[config.mk]
export PLATFORM = sky130hd
export DESIGN_NAME = ifd_decoder
export DESIGN_NICKNAME = d
export VERILOG_FILES = /design/src/common/ifd_pkg.sv /design/src/hw/ifd_interp.sv /design/src/hw/ifd_decoder.sv
export SDC_FILE = /design/constraint.sdc
export NUM_CORES = 1
export LEC_CHECK = 0
export BUFFER_PORTS_ARGS = -buffer_cell sky130_fd_sc_hd__clkbuf_2
export CAP_MARGIN = 20
export CELL_PAD_IN_SITES_DETAIL_PLACEMENT = 0
export CELL_PAD_IN_SITES_GLOBAL_PLACEMENT = 1
export CORE_MARGIN = 4
export CORE_UTILIZATION = 46
export DETAILED_ROUTE_END_ITERATION = 12
export PLACE_DENSITY = 0.92
export SLEW_MARGIN = 30
export SYNTH_ARGS = -nofsm -noshare
export SYNTH_HDL_FRONTEND = slang
export SYNTH_SLANG_ARGS = --single-unit
[constraint.sdc]
create_clock -name clock -period 14.2 [get_ports clock]
set_input_delay 0.71 -clock clock [delete_from_list [all_inputs] [get_ports clock]]
set_output_delay 0.71 -clock clock [all_outputs]
set_load 0.01 [all_outputs]
[src/common/ifd_pkg.sv]
// shared constants and types for the instruction format decoder
`default_nettype none
package ifd_pkg;
	localparam int          MAX_WORDS      = 7;
	localparam int          MAX_EXT        = MAX_WORDS - 1;
	localparam logic [15:0] OP_NOP         = 16'h4E71;
	localparam logic [15:0] OP_RTS         = 16'h4E75;
	localparam logic [15:0] OP_CTRLMV      = 16'h4E7A;
	localparam logic [15:0] OP_CTRLMV_MASK = 16'hFFFE;
	localparam logic [15:0] OP_HALT        = 16'hF800;
	localparam logic [15:0] HALT_EXT       = 16'h01C0;
	localparam logic [9:0]  OP_INTP_TOP    = 10'h3E0;
	localparam logic [5:0]  OP_MULL_TOP    = 6'h30;
	localparam logic [5:0]  OP_DIVL_TOP    = 6'h31;
	localparam logic [11:0] CR_SRCFC       = 12'h000;
	localparam logic [11:0] CR_DSTFC       = 12'h001;
	localparam logic [11:0] CR_VECB        = 12'h801;
	localparam logic [1:0]  SEL_NONE       = 2'h0;
	localparam logic [1:0]  SEL_VECB       = 2'h1;
	localparam logic [1:0]  SEL_SRCFC      = 2'h2;
	localparam logic [1:0]  SEL_DSTFC      = 2'h3;
	localparam logic [1:0]  SZ_BYTE        = 2'h0;
	localparam logic [1:0]  SZ_WORD        = 2'h1;
	localparam logic [1:0]  SZ_LONG        = 2'h2;
	localparam int          COND_LSB       = 8;
	localparam int          EXT_SIZE_LSB   = 6;
	localparam int          EXT_ROUND_BIT  = 10;
	localparam int          EXT_WIDE_BIT   = 10;
	localparam int          EXT_UNS_BIT    = 11;
	localparam int          EXT_REGA_LSB   = 12;
	localparam int          HALT_MASK_LSB  = 8;
	localparam logic [1:0]  LOC_REG        = 2'h0;
	localparam logic [1:0]  LOC_EA         = 2'h1;
	localparam logic [1:0]  LOC_IMPLICIT   = 2'h2;
	typedef enum logic [4:0] {
		ST_OP   = 5'h01,
		ST_EXT  = 5'h02,
		ST_DEC  = 5'h04,
		ST_OUT  = 5'h08,
		ST_HALT = 5'h10
	} ifd_state_e;
	typedef enum logic [3:0] {
		CL_TRAP = 4'h0, CL_MISC = 4'h1, CL_BCC = 4'h2, CL_DECBR = 4'h3,
		CL_CTRAP = 4'h4, CL_SCC = 4'h5, CL_QUICK = 4'h6, CL_MOVEQ = 4'h7,
		CL_MOVE = 4'h8, CL_CTRLMV = 4'h9, CL_MULL = 4'hA, CL_DIVL = 4'hB,
		CL_HALT = 4'hC, CL_INTP = 4'hD
	} ifd_class_e;
endpackage
`default_nettype wire

[src/hw/ifd_interp.sv]
// table interpolation arithmetic between two bounding entries
`default_nettype none
module ifd_interp (
	input  wire logic        clock,
	input  wire logic        rstn,
	input  wire logic        start,
	input  wire logic [31:0] entry_lo,
	input  wire logic [31:0] entry_hi,
	input  wire logic [7:0]  frac,
	input  wire logic [1:0]  size,
	input  wire logic        is_unsigned,
	input  wire logic        round,
	output logic             done,
	output logic [31:0]      result,
	output logic [7:0]       frac_out
);
	// widen an entry by operand size and signedness
	function automatic logic signed [33:0] widen(input logic [31:0] v, input logic [1:0] sz,
		input logic sg);
		logic signed [33:0] r;
		r = 34'sh0;
		if (sz == ifd_pkg::SZ_BYTE)
			r = {{26{sg & v[7]}}, v[7:0]};
		else if (sz == ifd_pkg::SZ_WORD)
			r = {{18{sg & v[15]}}, v[15:0]};
		else
			r = {{2{sg & v[31]}}, v};
		return r;
	endfunction

	// lo + (hi - lo) * frac / 256, optional half-step bias for rounding
	wire logic signed [33:0] lo_w     = widen(entry_lo, size, ~is_unsigned);
	wire logic signed [33:0] hi_w     = widen(entry_hi, size, ~is_unsigned);
	wire logic signed [42:0] diff_w   = 43'(hi_w) - 43'(lo_w);
	wire logic signed [42:0] prod_w   = diff_w * 43'($signed({1'b0, frac}));
	wire logic signed [42:0] bias_w   = round ? 43'sh80 : 43'sh0;
	wire logic signed [42:0] scaled_w = (prod_w + bias_w) >>> 8;
	wire logic signed [42:0] sum_w    = scaled_w + 43'(lo_w);

	// one-cycle result register; the fraction only matters unrounded
	always_ff @(posedge clock or negedge rstn)
	begin
		if (!rstn)
		begin
			done     <= 1'b0;
			result   <= 32'h0;
			frac_out <= 8'h0;
		end
		else
		begin
			done     <= start;
			result   <= start ? sum_w[31:0] : result;
			frac_out <= start ? (round ? 8'h0 : prod_w[7:0]) : frac_out;
		end
	end
endmodule // ifd_interp
`default_nettype wire

[src/hw/ifd_decoder.sv]
// operation word and extension word decoder with low power halt
`default_nettype none
// Contract
// - every instruction is at least one word
// - up to seven words per instruction
// - length and operation come from operation word; halt and interpolation share one, told apart by the first extension word
// - specifier, source, destination extension order
// - operand by register, address mode, or implicit
// - unimplemented opcode raises trap, nothing executes
// - halt instruction enters low power standby
// - standby ends on enough interrupt or reset
// - interpolate between two bounding table entries
// - byte, word and long table sizes
// - rounded, or unrounded with fraction, not long
// - conditional instructions pick one of 16 tests
// - control move reaches vector base, function codes
// - long multiply gives high and low registers
// - long divide names remainder and quotient registers
module ifd_decoder (
	input  wire logic         clock,
	input  wire logic         rstn,
	input  wire logic         fetch_valid,
	input  wire logic [15:0]  fetch_word,
	output logic              fetch_ready,
	input  wire logic         exec_ready,
	output logic              dec_valid,
	output logic              dec_trap,
	output logic [3:0]        dec_class,
	output logic [2:0]        dec_len,
	output logic [2:0]        dec_spec_n,
	output logic [2:0]        dec_src_n,
	output logic [2:0]        dec_dst_n,
	output logic [15:0]       dec_op,
	output logic [95:0]       dec_ext,
	output logic [1:0]        dec_loc_kind,
	output logic [3:0]        dec_cond,
	output logic [1:0]        dec_size,
	output logic [1:0]        dec_ctrl_sel,
	output logic [2:0]        dec_reg_a,
	output logic [2:0]        dec_reg_b,
	output logic              dec_wide,
	output logic              dec_round,
	output logic              dec_unsigned,
	input  wire logic [2:0]   irq_level_pin,
	output logic              halted,
	input  wire logic         tbl_start,
	input  wire logic [31:0]  tbl_entry_lo,
	input  wire logic [31:0]  tbl_entry_hi,
	input  wire logic [7:0]   tbl_frac,
	output logic              tbl_done,
	output logic [31:0]       tbl_result,
	output logic [7:0]        tbl_frac_out
);
	// extension words an effective address field adds
	function automatic logic [2:0] ea_ext(input logic [2:0] m, input logic [2:0] r,
		input logic [1:0] sz);
		if (m == 3'h5 || m == 3'h6)
			return 3'h1;
		else if (m != 3'h7)
			return 3'h0;
		else if (r == 3'h1)
			return 3'h2;
		else if (r == 3'h4)
			return (sz == ifd_pkg::SZ_LONG) ? 3'h2 : 3'h1;
		else if (r <= 3'h3)
			return 3'h1;
		return 3'h0;
	endfunction

	function automatic logic ea_bad(input logic [2:0] m, input logic [2:0] r);
		return (m == 3'h7) && (r > 3'h4);
	endfunction

	ifd_pkg::ifd_state_e state_ff, nxt_state;
	ifd_pkg::ifd_class_e cls_ff, d_cls;
	logic [15:0] op_ff;
	logic [15:0] ext_ff [ifd_pkg::MAX_EXT];
	logic [2:0]  cnt_ff, spec_ff, src_ff, dst_ff, words_ff;
	logic [2:0]  d_spec, d_src, d_dst;
	logic [1:0]  sz_ff, d_sz;
	logic        d_bad;
	logic [2:0]  mask_ff;
	logic [2:0]  irq_meta_ff, irq_ff;

	// classify the operation word alone; length is fixed here, except that a confirmed halt adds one specifier word later
	always_comb
	begin
		d_cls  = ifd_pkg::CL_TRAP;
		d_spec = 3'h0;
		d_src  = 3'h0;
		d_dst  = 3'h0;
		d_sz   = ifd_pkg::SZ_WORD;
		d_bad  = ea_bad(fetch_word[5:3], fetch_word[2:0]);
		case (fetch_word[15:12])
			4'h1, 4'h2, 4'h3:
			begin
				d_cls = ifd_pkg::CL_MOVE;
				d_sz  = (fetch_word[13:12] == 2'h1) ? ifd_pkg::SZ_BYTE :
					(fetch_word[13:12] == 2'h3) ? ifd_pkg::SZ_WORD : ifd_pkg::SZ_LONG;
				d_src = ea_ext(fetch_word[5:3], fetch_word[2:0], d_sz);
				d_dst = ea_ext(fetch_word[8:6], fetch_word[11:9], d_sz);
				d_bad = d_bad || (fetch_word[8:6] == 3'h7 && fetch_word[11:9] > 3'h1);
			end
			4'h4:
			begin
				if (fetch_word == ifd_pkg::OP_NOP || fetch_word == ifd_pkg::OP_RTS)
					d_cls = ifd_pkg::CL_MISC;
				else if ((fetch_word & ifd_pkg::OP_CTRLMV_MASK) == ifd_pkg::OP_CTRLMV)
				begin
					d_cls  = ifd_pkg::CL_CTRLMV;
					d_spec = 3'h1;
				end
				else if (fetch_word[11:6] == ifd_pkg::OP_MULL_TOP ||
					fetch_word[11:6] == ifd_pkg::OP_DIVL_TOP)
				begin
					d_cls  = fetch_word[6] ? ifd_pkg::CL_DIVL : ifd_pkg::CL_MULL;
					d_spec = 3'h1;
					d_sz   = ifd_pkg::SZ_LONG;
					d_src  = ea_ext(fetch_word[5:3], fetch_word[2:0], ifd_pkg::SZ_LONG);
				end
			end
			4'h5:
			begin
				if (fetch_word[7:6] != 2'h3)
				begin
					d_cls = ifd_pkg::CL_QUICK;
					d_sz  = fetch_word[7:6];
					d_src = ea_ext(fetch_word[5:3], fetch_word[2:0], d_sz);
				end
				else if (fetch_word[5:3] == 3'h1)
				begin
					d_cls = ifd_pkg::CL_DECBR;
					d_src = 3'h1;
				end
				else if (fetch_word[5:3] == 3'h7 && fetch_word[2:0] >= 3'h2)
				begin
					d_cls = ifd_pkg::CL_CTRAP;
					d_src = (fetch_word[2:0] == 3'h4) ? 3'h0 : 3'(fetch_word[2:0] - 3'h1);
					d_bad = fetch_word[2:0] > 3'h4;
				end
				else
				begin
					d_cls = ifd_pkg::CL_SCC;
					d_src = ea_ext(fetch_word[5:3], fetch_word[2:0], ifd_pkg::SZ_BYTE);
				end
			end
			4'h6:
			begin
				d_cls = ifd_pkg::CL_BCC;
				d_src = (fetch_word[7:0] == 8'h00) ? 3'h1 :
					(fetch_word[7:0] == 8'hFF) ? 3'h2 : 3'h0;
				d_bad = 1'b0;
			end
			4'h7:
			begin
				d_cls = fetch_word[8] ? ifd_pkg::CL_TRAP : ifd_pkg::CL_MOVEQ;
				d_bad = 1'b0;
			end
			4'hF:
			begin
				if (fetch_word[15:6] == ifd_pkg::OP_INTP_TOP)
				begin
					// the halt word shares its code with register-form interpolation
					d_cls  = (fetch_word == ifd_pkg::OP_HALT) ? ifd_pkg::CL_HALT : ifd_pkg::CL_INTP;
					d_spec = 3'h1;
					d_src  = ea_ext(fetch_word[5:3], fetch_word[2:0], ifd_pkg::SZ_LONG);
				end
			end
			default: d_cls = ifd_pkg::CL_TRAP;
		endcase
	end

	wire logic       take_w      = fetch_valid & fetch_ready;
	wire logic [3:0] d_need_w    = 4'(d_spec) + 4'(d_src) + 4'(d_dst);
	wire logic       d_trap_w    = (d_cls == ifd_pkg::CL_TRAP) || d_bad ||
		(d_need_w > 4'(ifd_pkg::MAX_EXT));
	wire logic       halt_first_w = (cls_ff == ifd_pkg::CL_HALT) && (cnt_ff == 3'h0);
	wire logic       halt_conf_w  = halt_first_w && (fetch_word == ifd_pkg::HALT_EXT);
	wire logic [2:0] spec_now_w   = halt_conf_w ? 3'h2 : spec_ff;
	wire logic [3:0] need_w       = 4'(spec_now_w) + 4'(src_ff) + 4'(dst_ff);
	wire logic       ext_last_w   = (4'(cnt_ff) + 4'h1) >= need_w;
	wire logic       wake_w       = (irq_ff != 3'h0) && (irq_ff >= mask_ff);

	// sequencing: operation word, extension words, decode, hand over
	always_comb
	begin
		nxt_state = state_ff;
		case (state_ff)
			ifd_pkg::ST_OP:
				if (take_w)
					nxt_state = (d_trap_w || d_need_w == 4'h0) ? ifd_pkg::ST_DEC : ifd_pkg::ST_EXT;
			ifd_pkg::ST_EXT:
				if (take_w && ext_last_w)
					nxt_state = ifd_pkg::ST_DEC;
			ifd_pkg::ST_DEC:
				nxt_state = ifd_pkg::ST_OUT;
			ifd_pkg::ST_OUT:
				if (exec_ready)
					nxt_state = (cls_ff == ifd_pkg::CL_HALT && !dec_trap) ?
						ifd_pkg::ST_HALT : ifd_pkg::ST_OP;
			ifd_pkg::ST_HALT:
				if (wake_w)
					nxt_state = ifd_pkg::ST_OP;
			default: nxt_state = ifd_pkg::ST_OP;
		endcase
	end

	assign fetch_ready = (state_ff == ifd_pkg::ST_OP) || (state_ff == ifd_pkg::ST_EXT);
	assign dec_valid   = (state_ff == ifd_pkg::ST_OUT);
	assign halted      = (state_ff == ifd_pkg::ST_HALT);

	always_ff @(posedge clock or negedge rstn)
	begin
		if (!rstn)
			state_ff <= ifd_pkg::ST_OP;
		else
			state_ff <= nxt_state;
	end

	// capture operation word and its length split
	always_ff @(posedge clock or negedge rstn)
	begin
		if (!rstn)
		begin
			op_ff <= 16'h0;
			cls_ff <= ifd_pkg::CL_TRAP;
			{spec_ff, src_ff, dst_ff, cnt_ff, words_ff} <= 15'h0;
			sz_ff <= ifd_pkg::SZ_WORD;
		end
		else if (take_w && state_ff == ifd_pkg::ST_OP)
		begin
			op_ff <= fetch_word;
			cls_ff <= d_trap_w ? ifd_pkg::CL_TRAP : d_cls;
			spec_ff <= d_trap_w ? 3'h0 : d_spec;
			src_ff <= d_trap_w ? 3'h0 : d_src;
			dst_ff <= d_trap_w ? 3'h0 : d_dst;
			sz_ff <= d_sz;
			cnt_ff <= 3'h0;
			words_ff <= 3'h1;
		end
		else if (take_w)
		begin
			if (halt_first_w && !halt_conf_w)
				cls_ff <= ifd_pkg::CL_INTP;
			spec_ff <= spec_now_w;
			cnt_ff <= 3'(cnt_ff + 3'h1);
			words_ff <= 3'(words_ff + 3'h1);
		end
	end

	// extension word store, filled in arrival order
	always_ff @(posedge clock or negedge rstn)
	begin
		if (!rstn)
		begin
			for (int i = 0; i < ifd_pkg::MAX_EXT; i++)
				ext_ff[i] <= 16'h0;
		end
		else if (take_w && state_ff == ifd_pkg::ST_EXT)
			ext_ff[cnt_ff] <= fetch_word;
	end

	genvar g;
	generate
		for (g = 0; g < ifd_pkg::MAX_EXT; g++)
		begin : g_ext
			assign dec_ext[g*16 +: 16] = ext_ff[g];
		end
	endgenerate

	// field extraction from stored words
	wire logic [11:0] cr_w      = ext_ff[0][11:0];
	wire logic [1:0]  sel_w     = (cr_w == ifd_pkg::CR_VECB) ? ifd_pkg::SEL_VECB :
		(cr_w == ifd_pkg::CR_SRCFC) ? ifd_pkg::SEL_SRCFC :
		(cr_w == ifd_pkg::CR_DSTFC) ? ifd_pkg::SEL_DSTFC : ifd_pkg::SEL_NONE;
	wire logic        is_tbl_w  = (cls_ff == ifd_pkg::CL_INTP);
	wire logic [1:0]  tsz_w     = ext_ff[0][ifd_pkg::EXT_SIZE_LSB +: 2];
	wire logic        trnd_w    = ~ext_ff[0][ifd_pkg::EXT_ROUND_BIT];
	wire logic        tbad_w    = is_tbl_w && ((tsz_w == 2'h3) ||
		(!trnd_w && tsz_w == ifd_pkg::SZ_LONG));
	wire logic        trap_w    = (cls_ff == ifd_pkg::CL_TRAP) || tbad_w ||
		(cls_ff == ifd_pkg::CL_CTRLMV && sel_w == ifd_pkg::SEL_NONE);
	wire logic        ext_reg_w = (cls_ff == ifd_pkg::CL_MULL) || (cls_ff == ifd_pkg::CL_DIVL)
		|| is_tbl_w;
	wire logic [1:0]  loc_w     = (cls_ff == ifd_pkg::CL_MOVEQ || cls_ff == ifd_pkg::CL_DECBR) ?
		ifd_pkg::LOC_REG : (cls_ff == ifd_pkg::CL_MISC || cls_ff == ifd_pkg::CL_BCC ||
		cls_ff == ifd_pkg::CL_HALT) ? ifd_pkg::LOC_IMPLICIT : ifd_pkg::LOC_EA;

	// decode results registered so the execution stage sees flops
	always_ff @(posedge clock or negedge rstn)
	begin
		if (!rstn)
		begin
			{dec_trap, dec_wide, dec_round, dec_unsigned} <= 4'h0;
			{dec_class, dec_cond} <= 8'h0;
			{dec_len, dec_spec_n, dec_src_n, dec_dst_n} <= 12'h0;
			dec_op <= 16'h0;
			{dec_loc_kind, dec_size, dec_ctrl_sel} <= 6'h0;
			{dec_reg_a, dec_reg_b} <= 6'h0;
		end
		else if (state_ff == ifd_pkg::ST_DEC)
		begin
			dec_trap <= trap_w;
			dec_class <= cls_ff;
			dec_len <= words_ff;
			dec_spec_n <= spec_ff;
			dec_src_n <= src_ff;
			dec_dst_n <= dst_ff;
			dec_op <= op_ff;
			dec_loc_kind <= loc_w;
			dec_cond <= op_ff[ifd_pkg::COND_LSB +: 4];
			dec_size <= is_tbl_w ? tsz_w : sz_ff;
			dec_ctrl_sel <= (cls_ff == ifd_pkg::CL_CTRLMV) ? sel_w : ifd_pkg::SEL_NONE;
			dec_reg_a <= ext_reg_w ? ext_ff[0][ifd_pkg::EXT_REGA_LSB +: 3] : op_ff[11:9];
			dec_reg_b <= ext_reg_w ? ext_ff[0][2:0] : op_ff[2:0];
			dec_wide <= ext_ff[0][ifd_pkg::EXT_WIDE_BIT] && !is_tbl_w;
			dec_round <= trnd_w;
			dec_unsigned <= ext_ff[0][ifd_pkg::EXT_UNS_BIT];
		end
	end

	// interrupt level from pins, synchronised; mask from the halt immediate
	always_ff @(posedge clock or negedge rstn)
	begin
		if (!rstn)
		begin
			irq_meta_ff <= 3'h0;
			irq_ff <= 3'h0;
			mask_ff <= 3'h7;
		end
		else
		begin
			irq_meta_ff <= irq_level_pin;
			irq_ff <= irq_meta_ff;
			if (state_ff == ifd_pkg::ST_OUT && cls_ff == ifd_pkg::CL_HALT)
				mask_ff <= ext_ff[1][ifd_pkg::HALT_MASK_LSB +: 3];
		end
	end

	ifd_interp u_interp (
		.clock       (clock),
		.rstn        (rstn),
		.start       (tbl_start),
		.entry_lo    (tbl_entry_lo),
		.entry_hi    (tbl_entry_hi),
		.frac        (tbl_frac),
		.size        (dec_size),
		.is_unsigned (dec_unsigned),
		.round       (dec_round),
		.done        (tbl_done),
		.result      (tbl_result),
		.frac_out    (tbl_frac_out)
	);
endmodule // ifd_decoder
`default_nettype wire

; Word-level counts from Yosys, hierarchy flattened
; Index checks and enable logic that the tools add are counted.
[totals]
reg_bits = 240
[classes]
n_addsub = 11
multipliers = 1
n_lt_le_gt_ge = 10
n_eq_ne = 58
mux = 132
n_bitwise = 10
n_reduce_logical = 52
[op_table]
columns = op, count
row1 = $mux 3, 53
row2 = $mux 34, 4
row3 = $bwmux 96, 1
row4 = $demux 16 s3, 1
row5 = $mul 43x9->40, 1
row6 = $add 40x40->40, 1
row7 = $sub 34x34->35, 1
row8 = $mux 1, 34
row9 = $mux 2, 17
row10 = $add 32x32->32, 1
row11 = $eq 16x15->1 const B, 2
row12 = $mux 4, 8
row13 = $mux 5, 5
row14 = $pmux 5 s5, 1
row15 = $eq 3x3->1 const B, 8
row16 = $eq 4x4->1 const B, 6
row17 = $pmux 4 s6, 1
row18 = $eq 4x3->1 const B, 5
row19 = $logic_and 1x1->1, 17
row20 = $logic_or 1x1->1, 17
row21 = $eq 16x16->1 const B, 1
row22 = $eq 16x9->1 const B, 1
row23 = $eq 4x2->1 const B, 4
row24 = $mux 16, 1
row25 = 52 further kinds, 83

; Longest topological paths before layout
[logic_depth]
ltp_word = 23
mapped_depth = 50
mapped_depth_nobuf = 46

; Cells and area by module
; From an unflattened synthesis, not the netlist that was laid out.
[hier_totals]
cells_unflattened = 2658
hier_area_um2 = 24507.3
[by_module_without_submodules]
columns = mod, instances, cells_per_inst, area_per_inst_um2, seq_area_each_um2
row1 = ifd_interp, 1, 1892, 15557.4, 1026.0
row2 = ifd_decoder, 1, 766, 8949.8, 4835.9

; Worst setup path after synthesis
; No wires, ideal clock.
[synth_path]
kind = reg-to-reg
from = register dec_size[1]
to = register u_interp.result[31]
setup_ps = 135
arrival_ps = 10350
slack_ps = 3715
stages_incl_launch_ff = 42
n_path_buf = 2
cell_sequence = dfrtp_1 clkbuf_1 or2_2 clkbuf_1 nor3_1 a21o_1 inv_1 ha_1 and2_1 a221oi_1 nor3b_1 a21oi_1 or2_2 a21oi_1 xnor2_1 nand2_1 fa_1 inv_1 (+6 left out) o21a_1 nor2_1 mux2i_1 o221ai_1 or3_4 nor3b_2 nand4_2 or4_1 or4_1 xor2_1 ha_1 nand4_1 o21ai_0 a211oi_1 o31ai_1 xnor3_1 xnor3_1 a21oi_1
[synth_via]
elab_chain_len = 7
[synth_rtl]
columns = item, line
row1 = from (decl), ifd_decoder.sv:37  ; output logic [1:0] dec_size,
row2 = from (signal assigned), ifd_decoder.sv:312  ; dec_size <= is_tbl_w ? tsz_w : sz_ff;
row3 = $eq 2x1->1, ifd_interp.sv:24  ; else if (sz == ifd_pkg::SZ_WORD)
row4 = $mux 34, ifd_interp.sv:24
row5 = $mux 34, ifd_interp.sv:22  ; if (sz == ifd_pkg::SZ_BYTE)
row6 = $sub 34x34->35, ifd_interp.sv:34  ; wire logic signed [42:0] diff_w = 43'(hi_w) - 43'(lo_w);
row7 = $mul 43x9->40, ifd_interp.sv:35  ; wire logic signed [42:0] prod_w = diff_w * 43'($signed({1'b0, frac}));
row8 = $add 40x40->40, ifd_interp.sv:37  ; wire logic signed [42:0] scaled_w = (prod_w + bias_w) >>> 8;
row9 = $add 32x32->32 (*), ifd_interp.sv:38  ; wire logic signed [42:0] sum_w = scaled_w + 43'(lo_w);
row10 = to (signal assigned), ifd_interp.sv:52  ; result <= start ? sum_w[31:0] : result;
row11 = to (decl), ifd_interp.sv:14  ; output logic [31:0] result,
; Mark *: on every way between the ends. The rest lies on a longest branch, timed or not.
; A chain may end at the register's enable or synchronous reset.

; Worst setup path after layout
; Same ends and word-level chain as after synthesis.

==> key figures <==
Critical path
  – Worst Path Buf+Inv: 5
  – Family with the most delay on the worst path: compound AO/OA/AOI/OAI gates
  – Classification of the worst setup path: flip-flop to flip-flop
  – Delay of the slowest cell on the worst path: 0.78 ns
  – Worst endpoint required time: 14.57 ns
  – Depth of the worst register-to-register path: 42
  – Startpoint of the most critical register-to-register path: dec_size[1]$_DFFE_PN0P_
  – Worst-path maximum fanout: 38
  – Setup slack on the worst flop-to-flop path: 1.99 ns
  – Arrival time at the worst endpoint: 12.58 ns
  – Kind of capture point of the worst setup path: flip-flop
  – Critical R2R Capture: u_interp.result[31]$_DFFE_PN0P_
  – Setup crit start: dec_size[1]$_DFFE_PN0P_
  – Critical Path Source Type: flip-flop
  – Worst setup endpoint: u_interp.result[31]$_DFFE_PN0P_
  – CP max stage cell: o31ai_1
  – Stages on the worst setup path: 42

Logic synthesis
  – Count of flip-flops with a built-in enable after synthesis: 0
  – Synthesized netlist net count: 3043
  – Post-synthesis instance total: 2577
  – Total number of yosys warnings: 0
  – Register bit count reported by yosys: 234
  – Number of distinct standard cells referenced by the synthesized netlist: 93
  – Share of async-settable or async-resettable flops after synthesis: 100%
  – Portion of the post-synthesis area used by sequential elements: 25.0%
  – Post-Syn Area: 23400 um2
  – Most common flop cell mapped by yosys: dfrtp_1
  – Per-instance average area after synthesis: 9.08 um2

Drt
  – DR pass1 iterations: 5
  – Post-route DRC violation count: 0
  – Antenna-violating nets left: 0
  – Mean routed wirelength per cell: 19.7 um
  – Initial detailed-routing violation count: 1381
  – Via-to-Cell Ratio: 5.49
  – DR vias: 19100
  – Final WL: 68600 um

Die
  – Horizontal extent of the die: 234 um
  – Starting utilization of the core area: 46.6%
  – Placement row count: 82
  – Total die area: 54600 um2
  – DIE HEIGHT: 234 um
  – Core box area: 50300 um2
  – Number of top-level design ports: 288

Global route
  – Via count of the first global-routing pass: 20100
  – Largest net degree at the start of global routing: 94
  – All-Layer GR Usage: 25.1%
  – Wire length of the first global-routing pass: 109000 um
  – Final global-route overflow total: 0
  – Antenna violations before repair: 0

Clocking
  – Buffer depth of the longest clock path: 3
  – H-tree level count: 1
  – Root cell of the clock tree: clkbuf_16
  – Hold bufs inserted after CTS: 0
  – Clock Pin Slew Worst Setup and Hold Paths: 0.07 ns
  – TritonCTS clock tree: yes
  – Clock insertion delay at the later pin of the skew report: 0.54 ns
  – Number of buffers added for setup after CTS: 0
  – Number of gates resized after CTS: 0
  – # clock sinks: 234
  – Number of buffers created by CTS: 25

Placed design
  – Weighted congestion reported at the end of routability-driven placement: 0.975
  – Number of buffers added on ports: 286
  – Detailed placement HPWL: 54300 um

Min path
  – Kind of path behind the tightest hold check: primary input to asynchronous set/reset pin

STA
  – Final sum of negative setup slack: 0 ns
  – Worst clock skew: 0.0177 ns
  – Upper clock frequency limit: 81.9 MHz
  – Final clock period utilization by the worst path: 86.0%
  – Transition time at the pin with the least slew margin: 0.963 ns
  – Max Transition Viols Final: 0
  – Fin crit period: 12.21 ns
  – Final count of negative-setup-slack endpoints: 0
  – Count of final hold-check violations: 0
  – Slew margin rel.: 35.8%
  – RSZ-0062 raised after global routing: false

Run status
  – Result of the run: completed

Finish
  – Post-layout net count: 3265
  – Layout cell share with drive strength beyond 1: 18.2%
  – Most common cell after layout, fill and taps aside: inv_1
  – Leading cell types in the layout, fill and taps excluded: 367 x inv_1, 309 x nand2_1, 285 x clkbuf_2, 229 x dfrtp_1, 209 x fa_1
  – Final antenna diode count: 0
  – Area growth from synthesis to final layout: 12.4%

Job
  – Total of max-cap violations: 0
==> metrics by stage <==
| stage | instances | instance area [um2] | setup WS, ns | util (%) | hold slack [ns] |
|---|---|---|---|---|---|
| after detailed placement | 3444 | 25400 | 2.12 | 50.5 | 0.338 |
| after global routing | 3489 | 26300 | 1.28 | 52.3 | 0.242 |
| after global placement | 3444 | 25400 | 2.46 | 50.5 | 0.333 |
| final | 3489 | 26300 | 1.99 | 52.3 | 0.197 |
| after CTS | 3489 | 26300 | 2.10 | 52.3 | 0.216 |
| after floorplan | 2577 | 23400 | 3.71 | - | 0.331 |
==> worst reg2reg max path, delay by kind of cell (launching register included) <==
kind	cells	cell delay (ns)
DFF	1	0.36
buffers and inverters	5	0.48
xor gates and xnor gates	5	1.35
and+or+nand+nor	10	3.12
AOI/OAI and AO/OA	15	3.66
adders and majority gates	7	3.09
==> flip-flops by register name, indices dropped and copies added, names as in the netlist, 3 cells and up <==
name / flops
state_ff: 5
dec_reg_b: 3
src_ff: 3
dec_spec_n: 3
dec_src_n: 3
dec_class: 4
u_interp.result: 32
dec_op: 16
op_ff: 16
cnt_ff: 3
dec_len: 3
cls_ff: 4
spec_ff: 3
mask_ff: 3
irq_meta_ff: 3
words_ff: 3
dec_reg_a: 3
u_interp.frac_out: 8
dec_ext: 96
irq_ff: 3
==> cells in the mapped netlist, drive strengths merged (4+ instances only) <==
master,count,area [um2]
o21bai,8,60.1
o31a,6,53.8
nand3,39,200
a21o,69,519
nand2b,25,156
o221ai,4,35.0
a211oi,13,103
and3,16,100
nor2,109,409
or3,15,100
or4,7,60.1
nor3b,7,57.6
nor3,31,155
a31o,4,35.0
nand4,10,75.1
nor4,9,56.3
or2,9,58.8
dfstp,5,131
xnor2,92,813
buf,12,65.1
ha,161,2010
nor2b,29,181
a22o,4,35.0
mux2,131,1480
a41oi,5,62.6
nand3b,12,90.1
xor2,39,349
a221oi,4,35.0
fa,209,4180
o22ai,8,50.1
o211ai,10,75.1
o21ai,108,544
o31ai,12,104
nand2,310,1170
a21oi,117,586
dfrtp,229,5730
mux2i,11,114
o21a,18,135
and2,147,920
a31oi,16,115
a311oi,6,52.6
clkbuf,90,338
inv,367,1380
==> cells by family (layout without fill, tap and decap cells) <==
family / Yosys count / in the layout / share of synthesized area (%)
XOR/XNOR: 133 / 133 / 5.16
other: 1 / 1 / 0.0160
buffers and inverters: 471 / 711 / 7.64
multiplexers: 142 / 142 / 6.79
AO/OA/AOI/OAI: 438 / 438 / 12.1
flip-flops: 234 / 234 / 25.0
AND/OR/NAND/NOR: 787 / 787 / 16.7
adder cells (fa/ha/maj): 371 / 371 / 26.5
==> layer usage <==
layer | wire, um | GRT usage (%)
met5 | 0 | 0
met4 | 2330 | 7.97
met3 | 6220 | 6.34
met2 | 32000 | 41.7
met1 | 28000 | 32.3
==> layout make-up <==
cell class / instances / area (um2)
sequential: 234 / 5860
multi-input combinational: 1872 / 15800
timing repair buffer: 297 / 1530
clock inverter: 9 / 169
fill: 4642 / 24000
inverter: 369 / 1390
clock buffer: 36 / 727
tap: 672 / 841
==> worst min-delay path by stage <==
stage,end,depth (start not counted)
2_1_floorplan,irq_ff[0]$_DFF_PN0_,0
3_3_place_gp,irq_ff[0]$_DFF_PN0_,0
3_5_place_dp,irq_ff[0]$_DFF_PN0_,0
4_1_cts,dec_ext[70]$_DFFE_PN0P_,1
5_1_grt,irq_meta_ff[0]$_DFF_PN0_,1
6_report,dec_ext[70]$_DFFE_PN0P_,1
Power is left out: the tool's default activity adds up to more than one toggle a clock period on the data nets, which glitch-free logic cannot reach.
